==> config.mk <==
export PLATFORM = sky130hd
export DESIGN_NAME = usc_ctrl
export DESIGN_NICKNAME = d
export VERILOG_FILES = /design/src/shared/usc_pkg.sv /design/src/hdl/usc_ctrl.sv
export SDC_FILE = /design/constraint.sdc
export NUM_CORES = 1
export LEC_CHECK = 0
export ABC_AREA = 1
export BUFFER_PORTS_ARGS = -buffer_cell sky130_fd_sc_hd__buf_2
export CAP_MARGIN = 10
export CORE_UTILIZATION = 53
export CTS_CLUSTER_DIAMETER = 150
export DETAILED_ROUTE_END_ITERATION = 10
export PLACE_DENSITY_LB_ADDON = 0.12
export SYNTH_ARGS = -nofsm -noshare
export SYNTH_HDL_FRONTEND = slang
export SYNTH_SLANG_ARGS = --single-unit
==> constraint.sdc <==
create_clock -name mclk_in -period 2.3 [get_ports mclk_in]
set_input_delay 0.345 -clock mclk_in [delete_from_list [all_inputs] [get_ports mclk_in]]
set_output_delay 0.345 -clock mclk_in [all_outputs]
set_load 0.05 [all_outputs]
==> src/shared/usc_pkg.sv <==
package usc_pkg;
  // ----------------------------------------------------------------
  // register map (byte addresses on the APB slave)
  // ----------------------------------------------------------------
  localparam int         USC_ADDR_W   = 4;
  localparam int         USC_DATA_W   = 32;
  localparam logic [3:0] USC_OFS_CTRL = 4'h0;
  localparam logic [3:0] USC_OFS_STAT = 4'h4;
  localparam logic [3:0] USC_OFS_DATA = 4'h8;
  localparam logic [3:0] USC_OFS_PORT = 4'hC;

  // ----------------------------------------------------------------
  // serial_control field positions
  // ----------------------------------------------------------------
  localparam int USC_CTRL_SIE   = 7;
  localparam int USC_CTRL_OIE   = 6;
  localparam int USC_CTRL_WM_HI = 5;
  localparam int USC_CTRL_WM_LO = 4;
  localparam int USC_CTRL_CS_HI = 3;
  localparam int USC_CTRL_CS_LO = 2;
  localparam int USC_CTRL_CLK   = 1;
  localparam int USC_CTRL_TC    = 0;

  // ----------------------------------------------------------------
  // status and port/direction field positions
  // ----------------------------------------------------------------
  localparam int USC_STAT_SIF    = 7;
  localparam int USC_STAT_OIF    = 6;
  localparam int USC_STAT_CNT_HI = 3;
  localparam int USC_PORT_DATA   = 0;
  localparam int USC_PORT_CLK    = 1;
  localparam int USC_DDR_DATA    = 2;
  localparam int USC_DDR_CLK     = 3;
  localparam int USC_DDR_DO      = 4;
  localparam int USC_PORT_DO     = 5;

  // ----------------------------------------------------------------
  // widths and reset values
  // ----------------------------------------------------------------
  localparam int         USC_CNT_W    = 4;
  localparam int         USC_SR_W     = 8;
  localparam int         USC_PORT_W   = 6;
  localparam logic [3:0] USC_CNT_MAX  = 4'hF;
  localparam logic [3:0] USC_CNT_RST  = 4'h0;
  localparam logic [7:0] USC_SR_RST   = 8'h00;
  localparam logic [5:0] USC_PORT_RST = 6'h00;

  // ----------------------------------------------------------------
  // modes
  // ----------------------------------------------------------------
  typedef enum logic [1:0] {
    USC_WM_OFF      = 2'b00,
    USC_WM_THREE    = 2'b01,
    USC_WM_TWO      = 2'b10,
    USC_WM_TWO_HOLD = 2'b11
  } usc_wire_mode_t;

  typedef enum logic [1:0] {
    USC_CS_SOFT    = 2'b00,
    USC_CS_TIMER   = 2'b01,
    USC_CS_EXT_POS = 2'b10,
    USC_CS_EXT_NEG = 2'b11
  } usc_clk_src_t;
endpackage

==> src/hdl/usc_ctrl.sv <==
`timescale 1ns/1ps
// How it works
// software reads and overwrites the 4-bit transfer count at any time
// count advances by one per selected clock: edge, timer, or strobe
// external source with shift strobe one: toggle strobe writes clock count
// external clock pin clocks the count even with wire mode off
// control bit 7 plus global enable raises start interrupt, even if pending
// control bit 6 plus global enable raises overflow interrupt at once
// wire mode changes outputs only; inputs work identically in all modes; the code also picks the start flag source by wire mode
// wire mode 00: no serial outputs, no hold, no start detect
// three-wire: data-out pin takes shift MSB, direction stays with DDR
// two-wire: open-collector lines, data pulled low if MSB or port zero
// two-wire clock pulled low by port zero or held after start detect
// two-wire modes disable pull-ups; line inputs unaffected
// mode 11 also holds clock low from overflow until flag cleared
// external source: output changes on opposite edge; else latch transparent
// source field and strobe bit select shift and count clocks per table
// soft source: shift strobe shifts and counts, input from previous cycle
// shift strobe bit always reads zero
// external source: shift strobe bit selects toggle strobe as count clock
// toggle strobe inverts clock port bit regardless of direction, reads 0
// overflow flag sets on 15 to 0 wrap, cleared only by writing one
// control fields reset to zero
module usc_ctrl
  import usc_pkg::*;
(
  // clock and reset
  input  wire logic                  mclk_in,
  input  wire logic                  sys_rst_in,
  // apb slave
  input  wire logic [USC_ADDR_W-1:0] paddr_in,
  input  wire logic                  psel_in,
  input  wire logic                  penable_in,
  input  wire logic                  pwrite_in,
  input  wire logic [USC_DATA_W-1:0] pwdata_in,
  output logic      [USC_DATA_W-1:0] prdata_out,
  output logic                       pready_out,
  output logic                       pslverr_out,
  // system events
  input  wire logic                  timer_match_in,
  input  wire logic                  global_irq_en_in,
  input  wire logic                  start_det_in,
  // data pin (di / sda), three signals
  input  wire logic                  data_pin_in,
  output logic                       data_pin_out,
  output logic                       data_pin_oe_out,
  output logic                       data_pullup_out,
  // data-out pin (do)
  output logic                       do_pin_out,
  output logic                       do_pin_oe_out,
  // serial_clock_pin (serial_clock_pin / scl), three signals
  input  wire logic                  serial_clock_pin_in,
  output logic                       serial_clock_pin_out,
  output logic                       serial_clock_pin_oe_out,
  output logic                       clock_pullup_out,
  // interrupt requests
  output logic                       start_irq_out,
  output logic                       overflow_irq_out
);

  // ----------------------------------------------------------------
  // pin synchronisers
  // ----------------------------------------------------------------
  localparam int SYNC_N = 3;
  logic [SYNC_N-1:0] async_raw;
  logic [SYNC_N-1:0] sync1_q;
  logic [SYNC_N-1:0] sync2_q;

  assign async_raw = {start_det_in, serial_clock_pin_in, data_pin_in};

  // two flops per pin; stage one feeds stage two only
  genvar gi;
  generate
    for (gi = 0; gi < SYNC_N; gi++) begin : g_sync
      always_ff @(posedge mclk_in) begin
        if (sys_rst_in) begin
          sync1_q[gi] <= 1'b0;
          sync2_q[gi] <= 1'b0;
        end else begin
          sync1_q[gi] <= async_raw[gi];
          sync2_q[gi] <= sync1_q[gi];
        end
      end
    end
  endgenerate

  logic data_s;
  logic sclk_s;
  logic start_s;
  assign data_s  = sync2_q[0];
  assign sclk_s  = sync2_q[1];
  assign start_s = sync2_q[2];

  // previous samples for edge detection and soft-strobe input sampling
  logic sclk_prev_q;
  logic start_prev_q;
  logic data_prev_q;
  always_ff @(posedge mclk_in) begin
    if (sys_rst_in) begin
      sclk_prev_q  <= 1'b0;
      start_prev_q <= 1'b0;
      data_prev_q  <= 1'b0;
    end else begin
      sclk_prev_q  <= sclk_s;
      start_prev_q <= start_s;
      data_prev_q  <= data_s;
    end
  end

  logic sclk_rise;
  logic sclk_fall;
  logic start_rise;
  assign sclk_rise  = sclk_s & ~sclk_prev_q;
  assign sclk_fall  = ~sclk_s & sclk_prev_q;
  assign start_rise = start_s & ~start_prev_q;

  // ----------------------------------------------------------------
  // apb slave: one wait state, write takes effect with pready
  // ----------------------------------------------------------------
  logic apb_done;
  logic wr_ctrl;
  logic wr_stat;
  logic wr_data;
  logic wr_port;
  logic addr_ok;
  assign apb_done = psel_in & penable_in & pready_out;
  assign wr_ctrl  = apb_done & pwrite_in & (paddr_in == USC_OFS_CTRL);
  assign wr_stat  = apb_done & pwrite_in & (paddr_in == USC_OFS_STAT);
  assign wr_data  = apb_done & pwrite_in & (paddr_in == USC_OFS_DATA);
  assign wr_port  = apb_done & pwrite_in & (paddr_in == USC_OFS_PORT);
  assign addr_ok  = (paddr_in == USC_OFS_CTRL) | (paddr_in == USC_OFS_STAT) |
                    (paddr_in == USC_OFS_DATA) | (paddr_in == USC_OFS_PORT);

  // ----------------------------------------------------------------
  // serial_control register
  // ----------------------------------------------------------------
  logic           start_ie_q;
  logic           ovf_ie_q;
  usc_wire_mode_t wm_q;
  usc_clk_src_t   cs_q;
  logic           shift_sel_q;

  // fields reset to zero; strobe bits are not stored as strobes
  always_ff @(posedge mclk_in) begin
    if (sys_rst_in) begin
      start_ie_q  <= 1'b0;
      ovf_ie_q    <= 1'b0;
      wm_q        <= USC_WM_OFF;
      cs_q        <= USC_CS_SOFT;
      shift_sel_q <= 1'b0;
    end else if (wr_ctrl) begin
      start_ie_q  <= pwdata_in[USC_CTRL_SIE];
      ovf_ie_q    <= pwdata_in[USC_CTRL_OIE];
      wm_q        <= usc_wire_mode_t'(
                       pwdata_in[USC_CTRL_WM_HI:USC_CTRL_WM_LO]);
      cs_q        <= usc_clk_src_t'(
                       pwdata_in[USC_CTRL_CS_HI:USC_CTRL_CS_LO]);
      shift_sel_q <= pwdata_in[USC_CTRL_CLK]; // selector in external mode
    end
  end

  // ----------------------------------------------------------------
  // clock selection
  // ----------------------------------------------------------------
  usc_clk_src_t wr_cs;
  logic         wr_clk_bit;
  logic         wr_tc_bit;
  logic         ext_src;
  logic         shift_tick;
  logic         cnt_tick;
  logic         ext_sample_edge;
  logic         ext_output_edge;

  assign wr_cs      = usc_clk_src_t'(
                        pwdata_in[USC_CTRL_CS_HI:USC_CTRL_CS_LO]);
  assign wr_clk_bit = wr_ctrl & pwdata_in[USC_CTRL_CLK];
  assign wr_tc_bit  = wr_ctrl & pwdata_in[USC_CTRL_TC];
  assign ext_src    = cs_q[1];

  // sampling edge follows the source; the output edge is the other one
  assign ext_sample_edge = (cs_q == USC_CS_EXT_POS) ? sclk_rise : sclk_fall;
  assign ext_output_edge = (cs_q == USC_CS_EXT_POS) ? sclk_fall : sclk_rise;

  // shift and count clocks per source field and strobe bit
  always_comb begin
    shift_tick = 1'b0;
    cnt_tick   = 1'b0;
    case (cs_q)
      USC_CS_SOFT: begin
        // a write that also sets an external source is not a strobe
        shift_tick = wr_clk_bit & (wr_cs == USC_CS_SOFT);
        cnt_tick   = shift_tick;
      end
      USC_CS_TIMER: begin
        shift_tick = timer_match_in;
        cnt_tick   = timer_match_in;
      end
      USC_CS_EXT_POS, USC_CS_EXT_NEG: begin
        // inputs act alike in every wire mode, so no wm_q term here
        shift_tick = ext_sample_edge;
        if (shift_sel_q | wr_clk_bit)
          cnt_tick = wr_tc_bit & pwdata_in[USC_CTRL_CLK];
        else
          cnt_tick = sclk_rise | sclk_fall;
      end
      default: begin
        shift_tick = 1'b0;
        cnt_tick   = 1'b0;
      end
    endcase
  end

  // ----------------------------------------------------------------
  // serial_shift_register and output latch
  // ----------------------------------------------------------------
  logic [USC_SR_W-1:0] shreg_q;
  logic                shift_in;
  logic                out_latch_q;

  // soft and timer shifts use the input sampled one cycle earlier
  assign shift_in = ext_src ? data_s : data_prev_q;

  // a bus write in the same cycle as a shift wins; no shift then
  always_ff @(posedge mclk_in) begin
    if (sys_rst_in) begin
      shreg_q <= USC_SR_RST;
    end else if (wr_data) begin
      shreg_q <= pwdata_in[USC_SR_W-1:0];
    end else if (shift_tick) begin
      shreg_q <= {shreg_q[USC_SR_W-2:0], shift_in};
    end
  end

  // external: latch moves on the edge opposite sampling; else transparent
  always_ff @(posedge mclk_in) begin
    if (sys_rst_in) begin
      out_latch_q <= 1'b0;
    end else if (!ext_src || ext_output_edge) begin
      out_latch_q <= shreg_q[USC_SR_W-1];
    end
  end

  // ----------------------------------------------------------------
  // transfer_count and flags
  // ----------------------------------------------------------------
  logic [USC_CNT_W-1:0] transfer_count_q;
  logic                 overflow_flag_q;
  logic                 start_flag_q;
  logic                 cnt_wrap;
  logic                 start_set;

  assign cnt_wrap = cnt_tick & (transfer_count_q == USC_CNT_MAX);

  // a direct write wins over a tick in the same cycle
  always_ff @(posedge mclk_in) begin
    if (sys_rst_in) begin
      transfer_count_q <= USC_CNT_RST;
    end else if (wr_stat) begin
      transfer_count_q <= pwdata_in[USC_STAT_CNT_HI:0];
    end else if (cnt_tick) begin
      transfer_count_q <= transfer_count_q + 1'b1;
    end
  end

  // set beats the write-one clear so a wrap is never lost
  always_ff @(posedge mclk_in) begin
    if (sys_rst_in) begin
      overflow_flag_q <= 1'b0;
    end else if (cnt_wrap) begin
      overflow_flag_q <= 1'b1;
    end else if (wr_stat && pwdata_in[USC_STAT_OIF]) begin
      overflow_flag_q <= 1'b0;
    end
  end

  // two-wire: detector; otherwise any clock-pin edge in external mode with the shift strobe bit zero
  assign start_set = wm_q[1] ? start_rise
                   : (ext_src & ~shift_sel_q & (sclk_rise | sclk_fall));

  always_ff @(posedge mclk_in) begin
    if (sys_rst_in) begin
      start_flag_q <= 1'b0;
    end else if (start_set) begin
      start_flag_q <= 1'b1;
    end else if (wr_stat && pwdata_in[USC_STAT_SIF]) begin
      start_flag_q <= 1'b0;
    end
  end

  // ----------------------------------------------------------------
  // port and direction bits
  // ----------------------------------------------------------------
  logic [USC_PORT_W-1:0] port_q;

  // toggle strobe flips the clock port bit whatever its direction
  always_ff @(posedge mclk_in) begin
    if (sys_rst_in) begin
      port_q <= USC_PORT_RST;
    end else if (wr_port) begin
      port_q <= pwdata_in[USC_PORT_W-1:0];
    end else if (wr_tc_bit) begin
      port_q[USC_PORT_CLK] <= ~port_q[USC_PORT_CLK];
    end
  end

  // ----------------------------------------------------------------
  // pin drivers
  // ----------------------------------------------------------------
  logic two_wire;
  logic clk_hold;
  logic data_out_d;
  logic data_oe_d;
  logic do_out_d;
  logic do_oe_d;
  logic clk_out_d;
  logic clk_oe_d;
  logic data_pu_d;
  logic clk_pu_d;

  assign two_wire = wm_q[1];
  // hold only exists in two-wire modes; mode 00 never holds
  assign clk_hold = two_wire & (start_flag_q |
                    ((wm_q == USC_WM_TWO_HOLD) & overflow_flag_q));

  // combinational pin plan, registered below so outputs leave from flops
  always_comb begin
    // normal port operation is the default, as in mode 00
    data_out_d = port_q[USC_PORT_DATA];
    data_oe_d  = port_q[USC_DDR_DATA];
    do_out_d   = port_q[USC_PORT_DO];
    do_oe_d    = port_q[USC_DDR_DO];
    clk_out_d  = port_q[USC_PORT_CLK];
    clk_oe_d   = port_q[USC_DDR_CLK];
    data_pu_d  = ~port_q[USC_DDR_DATA] & port_q[USC_PORT_DATA];
    clk_pu_d   = ~port_q[USC_DDR_CLK] & port_q[USC_PORT_CLK];
    case (wm_q)
      USC_WM_THREE: begin
        do_out_d = out_latch_q;
      end
      USC_WM_TWO, USC_WM_TWO_HOLD: begin
        // open collector: drive low only, release otherwise
        data_out_d = 1'b0;
        data_oe_d  = port_q[USC_DDR_DATA] &
                     (~out_latch_q | ~port_q[USC_PORT_DATA]);
        clk_out_d  = 1'b0;
        clk_oe_d   = port_q[USC_DDR_CLK] &
                     (~port_q[USC_PORT_CLK] | clk_hold);
        data_pu_d  = 1'b0;
        clk_pu_d   = 1'b0;
      end
      default: begin
        do_out_d = port_q[USC_PORT_DO];
      end
    endcase
  end

  always_ff @(posedge mclk_in) begin
    if (sys_rst_in) begin
      data_pin_out            <= 1'b0;
      data_pin_oe_out         <= 1'b0;
      do_pin_out              <= 1'b0;
      do_pin_oe_out           <= 1'b0;
      serial_clock_pin_out    <= 1'b0;
      serial_clock_pin_oe_out <= 1'b0;
      data_pullup_out         <= 1'b0;
      clock_pullup_out        <= 1'b0;
    end else begin
      data_pin_out            <= data_out_d;
      data_pin_oe_out         <= data_oe_d;
      do_pin_out              <= do_out_d;
      do_pin_oe_out           <= do_oe_d;
      serial_clock_pin_out    <= clk_out_d;
      serial_clock_pin_oe_out <= clk_oe_d;
      data_pullup_out         <= data_pu_d;
      clock_pullup_out        <= clk_pu_d;
    end
  end

  // ----------------------------------------------------------------
  // interrupt requests
  // ----------------------------------------------------------------
  // level requests: a flag pending when the enables rise fires at once
  always_ff @(posedge mclk_in) begin
    if (sys_rst_in) begin
      start_irq_out    <= 1'b0;
      overflow_irq_out <= 1'b0;
    end else begin
      start_irq_out    <= start_flag_q & start_ie_q & global_irq_en_in;
      overflow_irq_out <= overflow_flag_q & ovf_ie_q &
                          global_irq_en_in;
    end
  end

  // ----------------------------------------------------------------
  // apb answer
  // ----------------------------------------------------------------
  logic [USC_DATA_W-1:0] rdata_d;

  // strobe bits read as zero in control
  always_comb begin
    rdata_d = '0;
    case (paddr_in)
      USC_OFS_CTRL: begin
        rdata_d[USC_CTRL_SIE]                  = start_ie_q;
        rdata_d[USC_CTRL_OIE]                  = ovf_ie_q;
        rdata_d[USC_CTRL_WM_HI:USC_CTRL_WM_LO] = wm_q;
        rdata_d[USC_CTRL_CS_HI:USC_CTRL_CS_LO] = cs_q;
      end
      USC_OFS_STAT: begin
        rdata_d[USC_STAT_SIF]       = start_flag_q;
        rdata_d[USC_STAT_OIF]       = overflow_flag_q;
        rdata_d[USC_STAT_CNT_HI:0]  = transfer_count_q;
      end
      USC_OFS_DATA: rdata_d[USC_SR_W-1:0] = shreg_q;
      USC_OFS_PORT: rdata_d[USC_PORT_W-1:0] = port_q;
      default: rdata_d = '0;
    endcase
  end

  // pready rises in the second access cycle; data captured with it
  always_ff @(posedge mclk_in) begin
    if (sys_rst_in) begin
      pready_out  <= 1'b0;
      prdata_out  <= '0;
      pslverr_out <= 1'b0;
    end else if (psel_in && penable_in && !pready_out) begin
      pready_out  <= 1'b1;
      prdata_out  <= pwrite_in ? '0 : rdata_d;
      pslverr_out <= ~addr_ok;
    end else begin
      pready_out  <= 1'b0;
      prdata_out  <= '0;
      pslverr_out <= 1'b0;
    end
  end

endmodule

Word level (Yosys, flattened, before mapping)
Cells that the tools add are included.
Widths: inputs -> output; s select.
{"block": "word_totals", "ff_bits": 81, "input_bits": 46, "out_inout_bits": 44, "wordCells": 137}
{"block": "op_classes", "addsub": 1, "eq_ne": 10, "n_mux": 25, "bitwise": 46, "reduce_logical": 20}
{"op": "$and 1x1->1", "count": 27}
{"op": "$pmux 2 s3", "count": 3}
{"op": "$mux 8", "count": 2}
{"op": "$mux 1", "count": 15}
{"op": "$eq 4x4->1 const B", "count": 3}
{"op": "$not 1->1", "count": 11}
{"op": "$reduce_bool 2->1", "count": 5}
{"op": "$eq 2x2->1 const B", "count": 4}
{"op": "$mux 4", "count": 2}
{"op": "$or 1x1->1", "count": 8}
{"op": "$pmux 2 s4", "count": 1}
{"op": "$pmux 1 s3", "count": 2}
{"op": "$reduce_or 2->1", "count": 3}
{"op": "$reduce_or 3->1", "count": 2}
{"op": "$add 4x1->4 const B", "count": 1}
{"op": "$eq 2x1->1 const B", "count": 2}
{"op": "$eq 4x3->1 const B", "count": 1}
{"op": "$logic_and 1x1->1", "count": 4}
{"op": "$logic_not 2->1", "count": 2}
{"op": "$logic_not 4->1", "count": 1}
{"op": "$logic_not 1->1", "count": 2}
{"op": "$logic_or 1x1->1", "count": 1}

Logic depth before layout (Yosys ltp)
{"block": "depth", "word_depth": 10, "ltp_mapped": 10, "depth_no_buf": 10}

Worst setup path after synthesis
Ideal clock, no wire load.
{"block": "synth_timing", "path_type": "register to register", "from": "reg pready_out", "to": "reg transfer_count_q[0]", "setup_time_ns": 0.132, "arrival_time_ns": 1.724, "required_time_ns": 2.168, "path_slack_ns": 0.443, "path_stages_with_launch": 9, "path_buffers": 1, "synth_period_minus_slack_ns": 1.857, "cell_sequence": "dfxtp_1 > nand2_1 > nor2_2 > nand3_1 > o21bai_1 > inv_2 > buf_2 > nand4_1 > a21oi_1"}
{"block": "synth_via", "elab_chain_len": 8, "elab_cells_between_ends": 13, "classes_between": "mux: 3; bitwise: 9; reduce/logical: 1"}
{"item": "from (decl)", "line": "usc_ctrl.sv:37", "rtl": "output logic pready_out,"}
{"item": "from (signal assigned)", "line": "usc_ctrl.sv:423", "rtl": "pready_out <= 1'b0;"}
{"item": "from (signal assigned)", "line": "usc_ctrl.sv:427", "rtl": "pready_out <= 1'b1;"}
{"item": "from (signal assigned)", "line": "usc_ctrl.sv:431", "rtl": "pready_out <= 1'b0;"}
{"item": "$and 1x1->1 (*)", "line": "usc_ctrl.sv:126", "rtl": "assign apb_done = psel_in & penable_in & pready_out;"}
{"item": "$and 1x1->1 (*)", "line": "usc_ctrl.sv:127, usc_ctrl.sv:128"}
{"item": "$and 1x1->1", "line": "usc_ctrl.sv:127", "rtl": "assign wr_ctrl = apb_done & pwrite_in & (paddr_in == USC_OFS_CTRL);"}
{"item": "$and 1x1->1 (on tied branches)", "line": "usc_ctrl.sv:177, usc_ctrl.sv:176"}
{"item": "$and 1x1->1 / $or 1x1->1 (equally long branches)", "line": "usc_ctrl.sv:202, usc_ctrl.sv:201"}
{"item": "$mux 1", "line": "usc_ctrl.sv:201", "rtl": "if (shift_sel_q | wr_clk_bit)"}
{"item": "$pmux 1 s3", "line": "usc_ctrl.sv:188", "rtl": "case (cs_q)"}
{"item": "$reduce_bool 2->1 (no line)"}
{"item": "to (signal assigned)", "line": "usc_ctrl.sv:259", "rtl": "transfer_count_q <= pwdata_in[USC_STAT_CNT_HI:0];"}
{"item": "to (signal assigned)", "line": "usc_ctrl.sv:261", "rtl": "transfer_count_q <= transfer_count_q + 1'b1;"}
{"item": "to (decl)", "line": "usc_ctrl.sv:246", "rtl": "logic [USC_CNT_W-1:0] transfer_count_q;"}
Mark *: on every way between the ends. The rest lies on a longest branch, timed or not.
A chain may end at the register's enable or synchronous reset.

Final worst setup path
{"block": "layout_timing", "from": "reg pready_out", "to": "reg transfer_count_q[2]"}
The elaborated chain is that of the path after synthesis.

==> results.txt <==
* Final hold vios: 0
* Share of cells above drive strength 1: 0.190
- Width of the chip: 71.9 um
- Following the worst setup path forward leads to its endpoint at transfer_count_q[2].
* Clock-pin slew reported for the worst setup and hold paths after clock tree synthesis: 0.06 ns
- Synthesis produced 346 cells.
- Entering global routing, the biggest net connects 28 pins.
- Setup violations remaining at the end of the flow were counted as 0.
* Synth Register Bits: 57
* RSZ-0062 raised after global routing: false
- The detail route stage leaves a number of antenna-violating nets equal to 0.
- I/O pins: 90
* Clock tree from TritonCTS: yes
* Yosys cell types: 37
* Initial antenna violation count: 0
* Clock tree root buffer cell: clkbuf_8
- Data on the critical path is required at its endpoint by 2.56 ns.
- In this run the power density over the cells is 718 nW/um2.
- First-pass iteration count of the detailed router: 4
- Number of hold-repair buffers added at the cts stage: 0
* Mean instance size in the synthesized netlist: 7.48 um2
- Worst voltage drop across the vdd grid: 466 uV
* Total via count after detailed routing: 2312
- Total CTS buffers: 9
- In this run, the number of DRC markers left after iteration 0 of detailed routing was 189.
* Sequential cell area fraction in the yosys report: 0.441
- Worst min-delay path class: primary input to flip-flop
- The count of pins over their slew limit is 0.
* Deepest clock path buffer count: 2
* Die Ht: 71.9 um
- For this design the static power due to leakage is 1.36 nW.
- Counting cells, the worst reg-to-reg path comes to 9.
- The layout has 446 filler cells.
- The routed design has 5.84 mm of wire.
- In this run, placement finished with an instance count of 451.
* Kind of capture point of the worst setup path: flip-flop
- For this run, the number of Yosys warnings is 0.
- Initial Util: 0.548
* Post-DR wirelength/cell: 12.5 um
* Wire length of the first global-routing pass: 9.36 mm
- The die covers 5170 um2.
* Cts repair resizes: 0
- Row count: 25
- In the routed layout, each cell is associated on average with a via count of 4.95.
* Buffers on Ports: 41
- Cell area after synthesis: 2590 um2
- DRC: 0
- Number of global-route vias before repair: 2007
- The setup path with the least slack is of type flip-flop to flip-flop.
* Crit-path max FO: 6
* Clock network latency to the later pin of the worst-skew pair: 0.34 ns
- The H-tree was split into 3 levels.
- Across the run, the number of max-cap violations was 0.
* Post-CTS Setup Bufs: 0
- The total overflow left after global routing is 0.
- STA classifies the critical path startpoint as a flip-flop.
- Setup skew after layout: 0.0108 ns
- In the global route stage, overall resource usage came out at 0.243.
- Finished Layout Cells: 467
- The run finished with clean final reports.
* Layout net count: 444
- The most critical setup path has its startpoint at pready_out.
* Worst r2r dst: transfer_count_q[2]
- Data arrives at the worst endpoint at 1.90 ns.
- Launching point of the worst reg2reg path: pready_out
- Weighted congestion at the end of routability-driven global placement: 0.869
- Summed over all nets, the half-perimeter wirelength after detailed placement is 4.20 mm.
- F_max: 612 MHz
- For the finished layout, the period the worst path requires is 1.63 ns.
- The area growth from synthesis to layout is 16.1%.
* Core area: 4720 um2
* Setup TNS Final: 0 ns
* Period utilization: 0.711
- Register-to-register setup slack: 0.67 ns
- Clock Sink Count: 57
- The number of antenna diodes in the final layout is 0.
## worst max-delay path, cell delays in order, from the launching register on
cell and delay, ns:
dfxtp_1 0.34, nand2_1 0.07, nor2_2 0.19, buf_4 0.19
nand4_1 0.09, nand2_1 0.08, nand3_1 0.19, nand3_1 0.22
nand2_1 0.07, a21oi_1 0.13
## cell usage after synthesis (all sizes together)
| library cell | instances | share of area |
|---|---|---|
| nand2 | 70 | 0.11 |
| dfxtp | 57 | 0.44 |
| inv | 46 | 0.067 |
| buf | 30 | 0.083 |
| a21oi | 29 | 0.056 |
| o21ai | 29 | 0.056 |
| nor2 | 28 | 0.045 |
| nand3 | 18 | 0.035 |
| nor3 | 8 | 0.022 |
| nand4 | 6 | 0.015 |
| clkbuf | 3 | 0.0044 |
| ha | 3 | 0.015 |
| o211ai | 3 | 0.0087 |
| a221oi | 2 | 0.0068 |
| a31oi | 2 | 0.0048 |
| o21a | 2 | 0.0058 |
| a2111oi | 1 | 0.0034 |
| a311oi | 1 | 0.0034 |
| clkinv | 1 | 0.0014 |
| conb | 1 | 0.0014 |
| mux2i | 1 | 0.0039 |
| o21bai | 1 | 0.0029 |
| o221ai | 1 | 0.0034 |
| o311ai | 1 | 0.0034 |
| or2 | 1 | 0.0024 |
| xnor2 | 1 | 0.0034 |
## through the flow
step	util	hold WS [ns]	instance area (um2)	setup WS, ns	power, mW
5_1_grt	0.636	0.200	3000	0.482	2.23
4_1_cts	0.636	0.202	3000	0.662	2.17
6_report	0.636	0.202	3000	0.665	2.16
2_1_floorplan	-	0.388	2670	0.443	1.18
3_3_place_gp	0.590	0.394	2790	0.396	1.19
3_5_place_dp	0.590	0.400	2790	0.381	1.19
## worst min path at each step
stage | start | to | slack [ns] | cells past startpoint
3_5_place_dp | sync1_q[1] | sclk_s | 0.40 | 2
5_1_grt | start_det_in | sync1_q[2] | 0.20 | 3
2_1_floorplan | sync1_q[0] | data_s | 0.39 | 2
6_report | start_det_in | sync1_q[2] | 0.20 | 3
3_3_place_gp | sync1_q[0] | data_s | 0.39 | 2
4_1_cts | start_det_in | sync1_q[2] | 0.20 | 3
## cells in the final DEF (no fill, tap or decap), types with 2 or more instances in the layout
cell type   instances
o21a_1              2
dfxtp_1            57
buf_4               7
clkinvlp_4          2
o21ai_0            28
a21oi_1            29
nor3_1              6
nand2_2             2
nand4_1             6
conb_1             24
o211ai_1            3
clkbuf_8           12
nand3_1            18
nor2_1             25
ha_1                3
inv_1              43
inv_2               3
nor2_2              2
a31oi_1             2
buf_2              41
a221oi_1            2
nand2_1            67
## flip-flops by register name (all words and copies together) (netlist names), 2 cells and up
| name | cells |
|---|---|
| cs_q | 2 |
| port_q | 6 |
| prdata_out | 8 |
| shreg_q | 8 |
| sync1_q | 3 |
| transfer_count_q | 4 |
| wm_q | 2 |
## per-layer routing
layer | vias up | wire length, um | GRT usage
met5 | - | 0 | 0
li1 | 1175 | - | -
met2 | 84 | 2770 | 0.386
met4 | 0 | 87 | 0.126
met3 | 9 | 362 | 0.0478
met1 | 1044 | 2620 | 0.315
## area by class of cell
cell class / instances / area [um2] / area share
flip-flops and latches: 57 / 1140 / 0.380
multi-input cells: 232 / 1130 / 0.376
repair buffers: 48 / 258 / 0.0858
inverters: 47 / 176 / 0.0587
clock buffers: 12 / 165 / 0.0550
well taps: 67 / 83.8 / 0.0279
clock inverters: 4 / 50.0 / 0.0167
## where the power goes
| group | total, mW | internal, mW | switching [mW] |
|---|---|---|---|
| sequential | 0.998 | 0.995 | 0.00269 |
| clock | 0.984 | 0.586 | 0.398 |
| combinational | 0.175 | 0.0294 | 0.146 |
| total | 2.16 | 1.61 | 0.547 |
## cell families after synthesis
| kind of cell | after synthesis | synth area share |
|---|---|---|
| other | 1 | 0.00145 |
| multiplexers | 1 | 0.00387 |
| AND/OR/NAND/NOR | 131 | 0.225 |
| XOR/XNOR | 1 | 0.00339 |
| buffers and inverters | 80 | 0.156 |
| adder cells (fa/ha/maj) | 3 | 0.0145 |
| flip-flops | 57 | 0.441 |
| AO/OA/AOI/OAI | 72 | 0.155 |
(Power assumes the default switching activity.)
